## src/hdl/lmc_pkg.sv

```systemverilog
// Constants, field layouts and drive carrier types for the LCD multiplex controller.
package lmc_pkg;

  // ----------------------------------------------------------------
  // Register map
  // ----------------------------------------------------------------
  localparam logic [7:0] ADDR_IMAGE_BASE = 8'h00;
  localparam logic [7:0] ADDR_IMAGE_LAST = 8'h5C;
  localparam logic [7:0] ADDR_MODE_CONTROL = 8'hDC;
  localparam logic [7:0] ADDR_STATUS = 8'hE0;
  localparam logic [7:0] MODE_CONTROL_RESET = 8'h00;
  localparam int IMAGE_BYTES = 24;
  localparam int BYTES_PER_BACKPLANE = 6;

  // ----------------------------------------------------------------
  // Control field positions
  // ----------------------------------------------------------------
  localparam int MUX_MSB = 7;
  localparam int MUX_LSB = 6;
  localparam int SRC_MSB = 5;
  localparam int SRC_LSB = 3;
  localparam int RATE_MSB = 2;
  localparam int RATE_LSB = 0;

  // ----------------------------------------------------------------
  // Status field positions
  // ----------------------------------------------------------------
  localparam int ST_RUNNING = 0;
  localparam int ST_PHASE_LSB = 1;
  localparam int ST_POLARITY = 3;
  localparam int ST_OSC_FAIL = 4;
  localparam int ST_SRC_LSB = 5;

  // ----------------------------------------------------------------
  // Encodings
  // ----------------------------------------------------------------
  localparam logic [1:0] MUX_QUARTER = 2'h0;
  localparam logic [1:0] MUX_STATIC = 2'h1;
  localparam logic [1:0] MUX_HALF = 2'h2;
  localparam logic [1:0] MUX_THIRD = 2'h3;

  localparam logic [2:0] SRC_OFF = 3'h0;
  localparam logic [2:0] SRC_AUX = 3'h1;
  localparam logic [2:0] SRC_DIV32 = 3'h3;
  localparam logic [2:0] SRC_DIV64 = 3'h4;
  localparam logic [2:0] SRC_DIV128 = 3'h5;
  localparam logic [2:0] SRC_DIV256 = 3'h6;

  localparam logic [2:0] RATE_RESERVED = 3'h7;

  // Drive levels: ground, one third, two thirds, full display supply.
  localparam logic [1:0] LV_GND = 2'h0;
  localparam logic [1:0] LV_THIRD = 2'h1;
  localparam logic [1:0] LV_TWO_THIRDS = 2'h2;
  localparam logic [1:0] LV_FULL = 2'h3;

  // ----------------------------------------------------------------
  // Timing counts
  // ----------------------------------------------------------------
  localparam int CLK_HZ = 10000000;
  localparam int REF_HZ = 32768;
  localparam logic [8:0] MAIN_DIV32 = 9'd32;
  localparam logic [8:0] MAIN_DIV64 = 9'd64;
  localparam logic [8:0] MAIN_DIV128 = 9'd128;
  localparam logic [8:0] MAIN_DIV256 = 9'd256;
  // Reference periods per base frame period: 64, 85, 128, 171, 256, 341, 512 Hz.
  localparam logic [9:0] RATE_DIV_64 = 10'(REF_HZ / 64);
  localparam logic [9:0] RATE_DIV_85 = 10'd384;
  localparam logic [9:0] RATE_DIV_128 = 10'(REF_HZ / 128);
  localparam logic [9:0] RATE_DIV_171 = 10'd192;
  localparam logic [9:0] RATE_DIV_256 = 10'(REF_HZ / 256);
  localparam logic [9:0] RATE_DIV_341 = 10'd96;
  localparam logic [9:0] RATE_DIV_512 = 10'(REF_HZ / 512);

  // ----------------------------------------------------------------
  // Output carrier
  // ----------------------------------------------------------------
  localparam int SEG_COUNT = 45;
  localparam int SEG_FIRST = 4;
  localparam int COM_COUNT = 4;

  typedef struct packed {
    logic [SEG_COUNT-1:0][1:0] seg;
    logic [COM_COUNT-1:0][1:0] com;
  } lmc_drive_s;

  typedef struct packed {
    logic divider_en;
    logic taps_out_en;
  } lmc_bias_s;

endpackage
```

## src/hdl/lmc_lcd_mux_controller.sv

```systemverilog
// Multiplexed LCD controller with image RAM and an AXI4-Lite register slave.
// Behaviour
// - Mux field selects one to four backplanes.
// - Frame-rate field sets base frequency, 111 reserved.
// - Static mode refreshes at base frequency.
// - Frame rate is base over backplane count.
// - Bias divider off whenever driver off.
// - Third taps driven except in half mode.
// - Image bit one turns element on.
// - Image RAM has no reset value.
// - Unused backplane bytes stay ordinary storage.
// - Six bytes per backplane, segment bit mapping.
// - STOP on main clock grounds all outputs.
// - Auxiliary clock keeps display through STOP.
// - Clock source change applies at frame end.
// - Mode control byte at DCh, three fields.
// - Clock-source field: off, aux, main dividers.
// - Oscillator failure grounds all outputs.
//
// Local design decision: the AXI4-Lite interface to the registers.
`timescale 1ns/1ps
`default_nettype none

module lmc_lcd_mux_controller (
  input wire logic clk, // System clock, 10 MHz.
  input wire logic rst_n, // Asynchronous reset, active low.
  input wire logic stop_mode, // Core is in STOP, level.
  input wire logic osc_fail, // Clock supervisor reports failure, level.
  input wire logic aux_osc_in, // Auxiliary 32 kHz oscillator pin.
  input wire logic [7:0] s_axi_awaddr, // Write address.
  input wire logic s_axi_awvalid, // Write address valid.
  output logic s_axi_awready, // Write address ready.
  input wire logic [31:0] s_axi_wdata, // Write data.
  input wire logic [3:0] s_axi_wstrb, // Write byte strobes.
  input wire logic s_axi_wvalid, // Write data valid.
  output logic s_axi_wready, // Write data ready.
  output logic [1:0] s_axi_bresp, // Write response.
  output logic s_axi_bvalid, // Write response valid.
  input wire logic s_axi_bready, // Write response ready.
  input wire logic [7:0] s_axi_araddr, // Read address.
  input wire logic s_axi_arvalid, // Read address valid.
  output logic s_axi_arready, // Read address ready.
  output logic [31:0] s_axi_rdata, // Read data.
  output logic [1:0] s_axi_rresp, // Read response.
  output logic s_axi_rvalid, // Read data valid.
  input wire logic s_axi_rready, // Read data ready.
  output lmc_pkg::lmc_drive_s drive, // Segment and backplane drive levels.
  output lmc_pkg::lmc_bias_s bias // Bias divider and tap enables.
);

  // ----------------------------------------------------------------
  // Decoding helpers
  // ----------------------------------------------------------------
  function automatic logic [2:0] backplane_count(input logic [1:0] mux);
    case (mux)
      lmc_pkg::MUX_STATIC: backplane_count = 3'd1;
      lmc_pkg::MUX_HALF: backplane_count = 3'd2;
      lmc_pkg::MUX_THIRD: backplane_count = 3'd3;
      default: backplane_count = 3'd4;
    endcase
  endfunction

  function automatic logic src_valid(input logic [2:0] src);
    case (src)
      lmc_pkg::SRC_AUX, lmc_pkg::SRC_DIV32, lmc_pkg::SRC_DIV64,
      lmc_pkg::SRC_DIV128, lmc_pkg::SRC_DIV256: src_valid = 1'b1;
      default: src_valid = 1'b0;
    endcase
  endfunction

  function automatic logic [9:0] rate_div(input logic [2:0] rate);
    case (rate)
      3'h0: rate_div = lmc_pkg::RATE_DIV_64;
      3'h1: rate_div = lmc_pkg::RATE_DIV_85;
      3'h2: rate_div = lmc_pkg::RATE_DIV_128;
      3'h3: rate_div = lmc_pkg::RATE_DIV_171;
      3'h4: rate_div = lmc_pkg::RATE_DIV_256;
      3'h5: rate_div = lmc_pkg::RATE_DIV_341;
      default: rate_div = lmc_pkg::RATE_DIV_512;
    endcase
  endfunction

  // ----------------------------------------------------------------
  // Registers and storage
  // ----------------------------------------------------------------
  logic [7:0] mode_control;
  logic [7:0] image [lmc_pkg::IMAGE_BYTES];
  logic [2:0] active_src;
  logic [8:0] main_cnt;
  logic [9:0] base_cnt;
  logic [1:0] phase;
  logic polarity;
  logic [2:0] aux_sync;
  logic aux_level;
  logic osc_fail_seen;

  logic [1:0] mux_sel;
  logic [2:0] rate_sel;
  logic [2:0] n_bp;
  logic [8:0] main_div;
  logic aux_rise;
  logic ref_tick;
  logic phase_tick;
  logic frame_end;
  logic running;

  assign mux_sel = mode_control[lmc_pkg::MUX_MSB:lmc_pkg::MUX_LSB];
  assign rate_sel = mode_control[lmc_pkg::RATE_MSB:lmc_pkg::RATE_LSB];
  assign n_bp = backplane_count(mux_sel);

  assign running = src_valid(active_src) && (rate_sel != lmc_pkg::RATE_RESERVED) &&
                   !osc_fail && !(stop_mode && (active_src != lmc_pkg::SRC_AUX));

  // ----------------------------------------------------------------
  // Auxiliary oscillator input
  // ----------------------------------------------------------------
  always_ff @(posedge clk or negedge rst_n) begin
    if (!rst_n) begin
      aux_sync <= 3'h0;
    end else begin
      aux_sync <= {aux_sync[1:0], aux_osc_in};
    end
  end

  // The level follows the pin once the second and third stages agree.
  always_ff @(posedge clk or negedge rst_n) begin
    if (!rst_n) begin
      aux_level <= 1'b0;
    end else if (aux_sync[1] == aux_sync[2]) begin
      aux_level <= aux_sync[2];
    end
  end

  assign aux_rise = (aux_sync[1] == aux_sync[2]) && aux_sync[2] && !aux_level;

  // ----------------------------------------------------------------
  // Reference clock selection
  // ----------------------------------------------------------------
  always_comb begin
    case (active_src)
      lmc_pkg::SRC_DIV32: main_div = lmc_pkg::MAIN_DIV32;
      lmc_pkg::SRC_DIV64: main_div = lmc_pkg::MAIN_DIV64;
      lmc_pkg::SRC_DIV128: main_div = lmc_pkg::MAIN_DIV128;
      default: main_div = lmc_pkg::MAIN_DIV256;
    endcase
  end

  always_ff @(posedge clk or negedge rst_n) begin
    if (!rst_n) begin
      main_cnt <= 9'h0;
    end else if (!running || (active_src == lmc_pkg::SRC_AUX) || (main_cnt == main_div - 9'd1)) begin
      main_cnt <= 9'h0;
    end else begin
      main_cnt <= main_cnt + 9'd1;
    end
  end

  assign ref_tick = running && ((active_src == lmc_pkg::SRC_AUX) ? aux_rise :
                                (main_cnt == main_div - 9'd1));

  // ----------------------------------------------------------------
  // Frame sequencing
  // ----------------------------------------------------------------
  assign phase_tick = ref_tick && (base_cnt == rate_div(rate_sel) - 10'd1);
  assign frame_end = phase_tick && ({1'b0, phase} == n_bp - 3'd1);

  always_ff @(posedge clk or negedge rst_n) begin
    if (!rst_n) begin
      base_cnt <= 10'h0;
    end else if (!running || phase_tick) begin
      base_cnt <= 10'h0;
    end else if (ref_tick) begin
      base_cnt <= base_cnt + 10'd1;
    end
  end

  always_ff @(posedge clk or negedge rst_n) begin
    if (!rst_n) begin
      phase <= 2'h0;
    end else if (!running || frame_end || ({1'b0, phase} >= n_bp)) begin
      phase <= 2'h0;
    end else if (phase_tick) begin
      phase <= phase + 2'd1;
    end
  end

  always_ff @(posedge clk or negedge rst_n) begin
    if (!rst_n) begin
      polarity <= 1'b0;
    end else if (!running) begin
      polarity <= 1'b0;
    end else if (frame_end) begin
      polarity <= !polarity;
    end
  end

  always_ff @(posedge clk or negedge rst_n) begin
    if (!rst_n) begin
      active_src <= lmc_pkg::SRC_OFF;
    end else if (frame_end || !src_valid(active_src) || osc_fail) begin
      active_src <= mode_control[lmc_pkg::SRC_MSB:lmc_pkg::SRC_LSB];
    end
  end

  // Failure flag is sticky until the mode control register is written.
  logic ctrl_write;
  always_ff @(posedge clk or negedge rst_n) begin
    if (!rst_n) begin
      osc_fail_seen <= 1'b0;
    end else if (osc_fail) begin
      osc_fail_seen <= 1'b1;
    end else if (ctrl_write) begin
      osc_fail_seen <= 1'b0;
    end
  end

  // ----------------------------------------------------------------
  // Output drive
  // ----------------------------------------------------------------
  lmc_pkg::lmc_drive_s next_drive;

  genvar gi;
  generate
    for (gi = 0; gi < lmc_pkg::SEG_COUNT; gi++) begin : g_seg
      localparam int POS = gi + lmc_pkg::SEG_FIRST - 1;
      logic on_bit;
      assign on_bit = image[5'(int'(phase) * lmc_pkg::BYTES_PER_BACKPLANE + POS / 8)][POS % 8];
      assign next_drive.seg[gi] = !running ? lmc_pkg::LV_GND :
                                  on_bit ? (polarity ? lmc_pkg::LV_FULL : lmc_pkg::LV_GND) :
                                  (polarity ? lmc_pkg::LV_THIRD : lmc_pkg::LV_TWO_THIRDS);
    end
    for (gi = 0; gi < lmc_pkg::COM_COUNT; gi++) begin : g_com
      assign next_drive.com[gi] = !running ? lmc_pkg::LV_GND :
                                  (phase == 2'(gi)) ?
                                  (polarity ? lmc_pkg::LV_GND : lmc_pkg::LV_FULL) :
                                  (polarity ? lmc_pkg::LV_TWO_THIRDS : lmc_pkg::LV_THIRD);
    end
  endgenerate

  always_ff @(posedge clk or negedge rst_n) begin
    if (!rst_n) begin
      drive <= '0;
    end else begin
      drive <= next_drive;
    end
  end

  always_ff @(posedge clk or negedge rst_n) begin
    if (!rst_n) begin
      bias <= '0;
    end else begin
      bias.divider_en <= running;
      bias.taps_out_en <= running && (mux_sel != lmc_pkg::MUX_HALF);
    end
  end

  // ----------------------------------------------------------------
  // AXI4-Lite write channel
  // ----------------------------------------------------------------
  logic [7:0] wr_addr;
  logic [7:0] wr_byte;
  logic wr_lane;
  logic do_write;
  logic wr_image;

  assign do_write = !s_axi_awready && !s_axi_wready && !s_axi_bvalid;
  assign wr_image = (wr_addr <= lmc_pkg::ADDR_IMAGE_LAST) && (wr_addr[1:0] == 2'h0);
  assign ctrl_write = do_write && wr_lane && (wr_addr == lmc_pkg::ADDR_MODE_CONTROL);

  always_ff @(posedge clk or negedge rst_n) begin
    if (!rst_n) begin
      s_axi_awready <= 1'b1;
      wr_addr <= 8'h00;
    end else if (s_axi_awvalid && s_axi_awready) begin
      s_axi_awready <= 1'b0;
      wr_addr <= s_axi_awaddr;
    end else if (s_axi_bvalid && s_axi_bready) begin
      s_axi_awready <= 1'b1;
    end
  end

  always_ff @(posedge clk or negedge rst_n) begin
    if (!rst_n) begin
      s_axi_wready <= 1'b1;
      wr_byte <= 8'h00;
      wr_lane <= 1'b0;
    end else if (s_axi_wvalid && s_axi_wready) begin
      s_axi_wready <= 1'b0;
      wr_byte <= s_axi_wdata[7:0];
      wr_lane <= s_axi_wstrb[0];
    end else if (s_axi_bvalid && s_axi_bready) begin
      s_axi_wready <= 1'b1;
    end
  end

  always_ff @(posedge clk or negedge rst_n) begin
    if (!rst_n) begin
      s_axi_bvalid <= 1'b0;
      s_axi_bresp <= 2'h0;
    end else if (do_write) begin
      s_axi_bvalid <= 1'b1;
      s_axi_bresp <= (wr_image || (wr_addr == lmc_pkg::ADDR_MODE_CONTROL) ||
                      (wr_addr == lmc_pkg::ADDR_STATUS)) ? 2'h0 : 2'h2;
    end else if (s_axi_bready) begin
      s_axi_bvalid <= 1'b0;
    end
  end

  always_ff @(posedge clk or negedge rst_n) begin
    if (!rst_n) begin
      mode_control <= lmc_pkg::MODE_CONTROL_RESET;
    end else if (ctrl_write) begin
      mode_control <= wr_byte;
    end
  end

  always_ff @(posedge clk) begin
    if (do_write && wr_lane && wr_image) begin
      image[5'(wr_addr[7:2])] <= wr_byte;
    end
  end

  // ----------------------------------------------------------------
  // AXI4-Lite read channel
  // ----------------------------------------------------------------
  logic [7:0] status;
  assign status = {active_src, osc_fail_seen, polarity, phase, running};

  always_ff @(posedge clk or negedge rst_n) begin
    if (!rst_n) begin
      s_axi_arready <= 1'b1;
      s_axi_rvalid <= 1'b0;
      s_axi_rdata <= 32'h0;
      s_axi_rresp <= 2'h0;
    end else if (s_axi_arvalid && s_axi_arready) begin
      s_axi_arready <= 1'b0;
      s_axi_rvalid <= 1'b1;
      s_axi_rresp <= 2'h0;
      if ((s_axi_araddr <= lmc_pkg::ADDR_IMAGE_LAST) && (s_axi_araddr[1:0] == 2'h0)) begin
        s_axi_rdata <= {24'h0, image[5'(s_axi_araddr[7:2])]};
      end else if (s_axi_araddr == lmc_pkg::ADDR_MODE_CONTROL) begin
        s_axi_rdata <= {24'h0, mode_control};
      end else if (s_axi_araddr == lmc_pkg::ADDR_STATUS) begin
        s_axi_rdata <= {24'h0, status};
      end else begin
        s_axi_rdata <= 32'h0;
        s_axi_rresp <= 2'h2;
      end
    end else if (s_axi_rvalid && s_axi_rready) begin
      s_axi_rvalid <= 1'b0;
      s_axi_arready <= 1'b1;
    end
  end

endmodule // lmc_lcd_mux_controller

`default_nettype wire

```

## config.mk

```make
export PLATFORM = sky130hd
export DESIGN_NAME = lmc_lcd_mux_controller
export DESIGN_NICKNAME = d
export VERILOG_FILES = /design/src/hdl/lmc_pkg.sv /design/src/hdl/lmc_lcd_mux_controller.sv
export SDC_FILE = /design/constraint.sdc
export NUM_CORES = 1
export LEC_CHECK = 0
export BUFFER_PORTS_ARGS = -buffer_cell sky130_fd_sc_hd__buf_4
export CAP_MARGIN = 5
export CORE_ASPECT_RATIO = 1.2
export CORE_MARGIN = 2
export CORE_UTILIZATION = 36
export DETAILED_ROUTE_END_ITERATION = 7
export SYNTH_ARGS = -nofsm -noshare
export SYNTH_HDL_FRONTEND = slang
export SYNTH_SLANG_ARGS = --single-unit
```

## constraint.sdc

```tcl
create_clock -name clk -period 3.08 [get_ports clk]
set_input_delay 0.154 -clock clk [delete_from_list [all_inputs] [get_ports clk]]
set_output_delay 0.154 -clock clk [all_outputs]
set_load 0.02 [all_outputs]
```

# Yosys cells after proc, flatten, opt, wreduce, memory -nomap -nowiden
# Memory sizes are Yosys's and may differ from the RTL's.
# Index checks and enable logic that the tools add are counted.
[word_totals]
elab_cells = 301
n_memories = 1
register_bits = 196
in_bits = 62
ram_bits = 192
rom_bits = 0
out_inout_bits = 141
latchBits = 0
[classes]
order_cmp = 3
n_addsub = 11
n_bitwise = 0
reduce_logical = 52
n_mux = 134
eq_ne = 28
div = 0
shifts = 0
mul = 1
[mem_list]
columns = ["memory", "words", "word_bits", "rd", "rd_ports_with_merged_regs", "write_ports", "line", "text"]
rows = [
  ["image", 24, 8, 7, 0, 1, "lmc_lcd_mux_controller.sv:87", "logic [7:0] image [lmc_pkg::IMAGE_BYTES];"],
]
[op_table]
columns = ["op", "count"]
rows = [
  ["2-bit two-way mux", 108],
  ["10-bit one-hot mux with 6 select lines", 1],
  ["8-bit equality test, second input constant", 4],
  ["9-bit one-hot mux with 3 select lines", 1],
  ["8-bit two-way mux", 3],
  ["1-bit logical AND", 22],
  ["10-bit two-way mux", 2],
  ["1-bit two-way mux", 17],
  ["8-bit by 7-bit less-or-equal comparator with 1-bit output, second input constant", 2],
  ["5-bit by 3-bit adder with 5-bit output, second input constant", 3],
  ["3-bit equality test, second input constant", 5],
  ["2-bit nonzero test", 7],
  ["10-bit by 1-bit adder with 10-bit output, second input constant", 1],
  ["10-bit equality test", 1],
  ["10-bit by 1-bit subtractor with 10-bit output, second input constant", 1],
  ["9-bit by 1-bit adder with 9-bit output, second input constant", 1],
  ["3-bit by 2-bit equality test with 1-bit output, second input constant", 3],
  ["9-bit equality test", 1],
  ["1-bit zero test", 9],
  ["1-bit logical OR", 9],
  ["9-bit two-way mux", 1],
  ["3-bit one-hot mux with 3 select lines", 1],
  ["9-bit by 1-bit subtractor with 9-bit output, second input constant", 1],
  ["2-bit equality test, second input constant", 4],
  ["other kinds (16)", 21],
]

# Longest topological paths before layout
[logic_depth]
ltp_word = 12
mapped_depth = 13
ltp_nobuf = 9

# Worst setup path before layout
# No wires, ideal clock.
[synth_path]
kind = "reg2reg"
from = "register phase[0]"
to = "register drive[35] (netlist bit)"
t_arrival_ns = 3.244
path_buffers = 6
slack_ns = -0.296
required_ns = 2.948
path_stages_with_launch = 13
setup_ns = 0.132
synth_period_minus_slack_ns = 3.376
path_cell_list = "dfrtp_1 > clkbuf_1 > buf_2 > buf_2 > buf_2 > inv_1 > ha_1 > clkbuf_1 > clkbuf_1 > mux4_2 > mux2i_1 > xnor2_1 > nor2_1"
[synth_lines]
columns = ["item", "line", "text"]
rows = [
  ["start, declared", "lmc_lcd_mux_controller.sv:91", "logic [1:0] phase;"],
  ["start signal, assigned", "lmc_lcd_mux_controller.sv:183", "phase <= phase + 2'd1;"],
  ["end signal, assigned", "lmc_lcd_mux_controller.sv:244", "drive <= next_drive;"],
  ["end, declared", "lmc_lcd_mux_controller.sv:47", "output lmc_pkg::lmc_drive_s drive,"],
]

# Worst setup path after layout
[layout_path]
from = "register mode_control[2]"
to = "register phase[0]"
[layout_via]
elab_chain_cells = 10
word_cells_on_any_way = 21
cone_classes = "add/sub: 1; eq/ne: 7; mux: 2; reduce/logical: 11"
[layout_rtl]
columns = ["item", "line", "text"]
rows = [
  ["start, declared", "lmc_lcd_mux_controller.sv:86", "logic [7:0] mode_control;"],
  ["start signal, assigned", "lmc_lcd_mux_controller.sv:311", "mode_control <= lmc_pkg::MODE_CONTROL_RESET;"],
  ["start signal, assigned", "lmc_lcd_mux_controller.sv:313", "mode_control <= wr_byte;"],
  ["branches (longest 10 deep; another with 10-bit by 1-bit subtractor with 10-bit output)", "n/a", ""],
]
# Several ways; the timed one is not identified.
# A chain may end at the register's enable or synchronous reset.

==> out/qor.yml <==
cts_buffer_depth: 3
grt_pass1_vias: 10800
tns_ps: 0
cts.clk_slew.worst_paths_ps: 60
grt_pass1_wl_mm: 70.8
r2r_cells: 9
cpMaxStageDelayCell: "or4_1"
drt_wl_total_mm: 47.5
via_per_inst: 5.57
drt_iter0_markers: 1067
rrSetupSlack_ps: 240
ctsResizeCount: 0
die_y_microns: 244
endpoint_kind: "flop"
die_w_microns: 204
powerDensity_nw_per_um2: 548
grt_usage_pct: 19.3
nFillCells: 4260
drive_above_1_share_pct: 35.9
wire_per_inst_microns: 23.9
reg2reg_to: "phase[0]"
syn_area_sq_um: 17300
slowest_delay_ps: 530
die_area_sq_um: 49800
crit_chain: "nand2_1 -> or2_2 -> ha_1 -> or4bb_1 -> o31ai_1 -> o32a_1 -> o21ai_1 -> or4_1 -> a21oi_1"
initial_core_util_pct: 36.6
grt.overflow.total: 0
remaining_drc_errors: 0
cts_buffers: 36
grt_util_met1_pct: 25.5
synth_edf_count: 192
place_inst: 1894
fmax_ghz: 0.352
ys_ff_latch: 315
portBuffers: 149
grt_start_max_net_pins: 81
p_comb_share_pct: 10.0
synthArstFlopShare_pct: 39.0
fin_crit_ps: 2840
seqCellArea_sq_um: 8850
path_class: "flop to flop"
grt_antenna_before_repair: 0
irDropWorstVdd_mv: 0.565
worst-path-stages: 9
final_net_count: 1417
hold_path.class: "input pin to flop"
worstMarginPinSlew_ps: 1160
ys_types: 67
cts_sinks: 315
start_kind: "flop"
yosysTopAreaCell: "edfxtp_1"
synth-seq-area-share_pct: 51.2
syn_inst: 1189
synthTopCellsByCount: "192 x edfxtp_1, 171 x mux4_2, 120 x dfrtp_1, 100 x nor2_1, 74 x buf_4"
postRouteAntennaNets: 0
p_leak_nw: 7.46
arrival_ps: 3320
intPower_w: 0.00825
htree_num_levels: 2
sequentialPowerShare_pct: 51.4
status: "finished, final reports clean"
syn_to_final_growth_pct: 18.6
core_area_sq_um: 47200
fp-row-count: 87
endpoint: "phase[0]"
min_period_over_period_pct: 92.3
first_pass_iters: 7
rsz0062_at_grt: "false"
use_met3_pct: 3.40
drv_cap: 0
setup_viol: 0
insertion_delay_ps: 560
synthFlopType: "edfxtp_1"
place.gp.congestion: 0.855
netlist.area_leader.share_pct: 33.4
synthTopCellsByArea: "edfxtp_1 33%, mux4_2 22%, dfrtp_1 17%"
hpwl_mm: 33.1
critPathRequiredTime_ps: 3550
multi_input_comb_area_sq_um: 7610
post-synth-top-count-cell: "edfxtp_1"
io_pins: 203
synth_warnings: 0
finalNonFillerCells: 1988
p_clk_share_pct: 38.6
r2r-start: "mode_control[2]"
use_met2_pct: 32.1
cts_setup_buffers: 0
fin_worst_skew_ps: 32.7
crit_buf_inv: 0
slew_violations: 0
cts_tree: "done"
power.switching_w: 0.00299
p_sw_share_pct: 26.6
cp_top_family: "simple AND/OR/NAND/NOR gates"
gr-max-usage-layer: "met2"
num_antenna_cells: 0
vias: 11100
synth_area_per_cell_sq_um: 14.5
crit_start: "mode_control[2]"
hold_viol: 0
critPathMaxFanout: 10
timing.slew.headroom_pct: 22.5
root_buffer: "clkbuf_16"
[final cells by class]
class,instances,area share (%)
clock buffers,53,5.21
clock inverters,12,0.635
inverters,11,0.202
multi-input cells,731,37.2
flip-flops and latches,315,43.2
well taps,623,3.81
repair buffers,243,9.77
[metal layers]
metal | part of all wire (%) | vias up
met5 | 0 | -
met4 | 3.2 | 0
met3 | 7.6 | 83
met2 | 49 | 527
met1 | 40 | 5659
li1 | - | 4810
[through the flow]
step	util (%)	cell area [sq um]	power, W	hold slack (ps)	setup WS (ps)
after global routing	43.4	20500	0.0116	55.9	44.7
final	43.4	20500	0.0112	75.9	236
after floorplan	-	17400	0.00626	-142	50.1
after CTS	43.4	20500	0.0113	37.2	267
after global placement	40.2	19000	0.00688	238	372
after detailed placement	40.2	19000	0.00693	253	280
[flip-flops by register name, summed over array words and instances, names as in the netlist, 3 cells and up]
| register | cells |
|---|---|
| wr_byte | 8 |
| mode_control | 8 |
| s_axi_rdata | 8 |
| base_cnt | 10 |
| active_src | 3 |
| drive | 51 |
| main_cnt | 9 |
| aux_sync | 3 |
| image | 192 |
| wr_addr | 8 |
[power groups by stage]
stage	sequential (W)	combinational, W	clock [W]
global route	0.00585	0.00121	0.00458
global placement	0.00582	0.00106	0
CTS	0.00577	0.00112	0.00443
detailed placement	0.00585	0.00108	0
finish	0.00577	0.00112	0.00434
floorplan	0.00565	0.000611	0
[timing repair]
item / CTS / global route
hold endpoints to repair: 100 / 0
hold buffers: 29 / 0
endpoints found under the setup margin: 0 / 0
[layout by cell type (no fill, tap or decap), types with 4 or more instances in the layout]
cell type        n
a21oi_1          7
a221oi_1        12
a31o_2           6
a32oi_1          4
and3_1           9
buf_12           8
buf_4          205
clkbuf_1         9
clkbuf_16       38
clkbuf_8         6
clkinv_2         5
conb_1          26
dfrtp_1        118
dlygate4sd3_1   29
edfxtp_1       192
ha_1            15
inv_1           11
mux2_2          25
mux2i_1         63
mux4_2         171
nand2_1         69
nand2b_1         4
nand3_1          9
nand3b_1         4
nand4_1          9
nor2_1         100
nor2b_1         10
nor3_1           9
o21ai_0         49
o31ai_1          5
xnor2_1         27
xor2_1          34
[worst min-delay path by stage]
stage,from,endpoint,depth (start not counted)
final,s_axi_araddr[6],s_axi_rdata[7],3
after CTS,s_axi_araddr[6],s_axi_rdata[7],3
after global routing,s_axi_araddr[6],s_axi_rdata[7],3
after global placement,rst_n,wr_addr[0],1
after floorplan,rst_n,active_src[0],0
after detailed placement,rst_n,wr_addr[0],1
[worst min-delay path, delay by kind of cell]
kind	cells	cell delay (ps)
AOI/OAI and AO/OA	2	230
buffers and inverters	1	210
[cell families after synthesis]
| group | share of synthesized area [%] |
|---|---|
| compound gates | 4.58 |
| simple gates | 6.81 |
| other cells | 0.0217 |
| fa+ha+maj | 1.23 |
| mux | 27.6 |
| buf+inv | 5.44 |
| flops | 51.2 |
| xor+xnor | 3.14 |
Power figures use the tool's default switching activity.
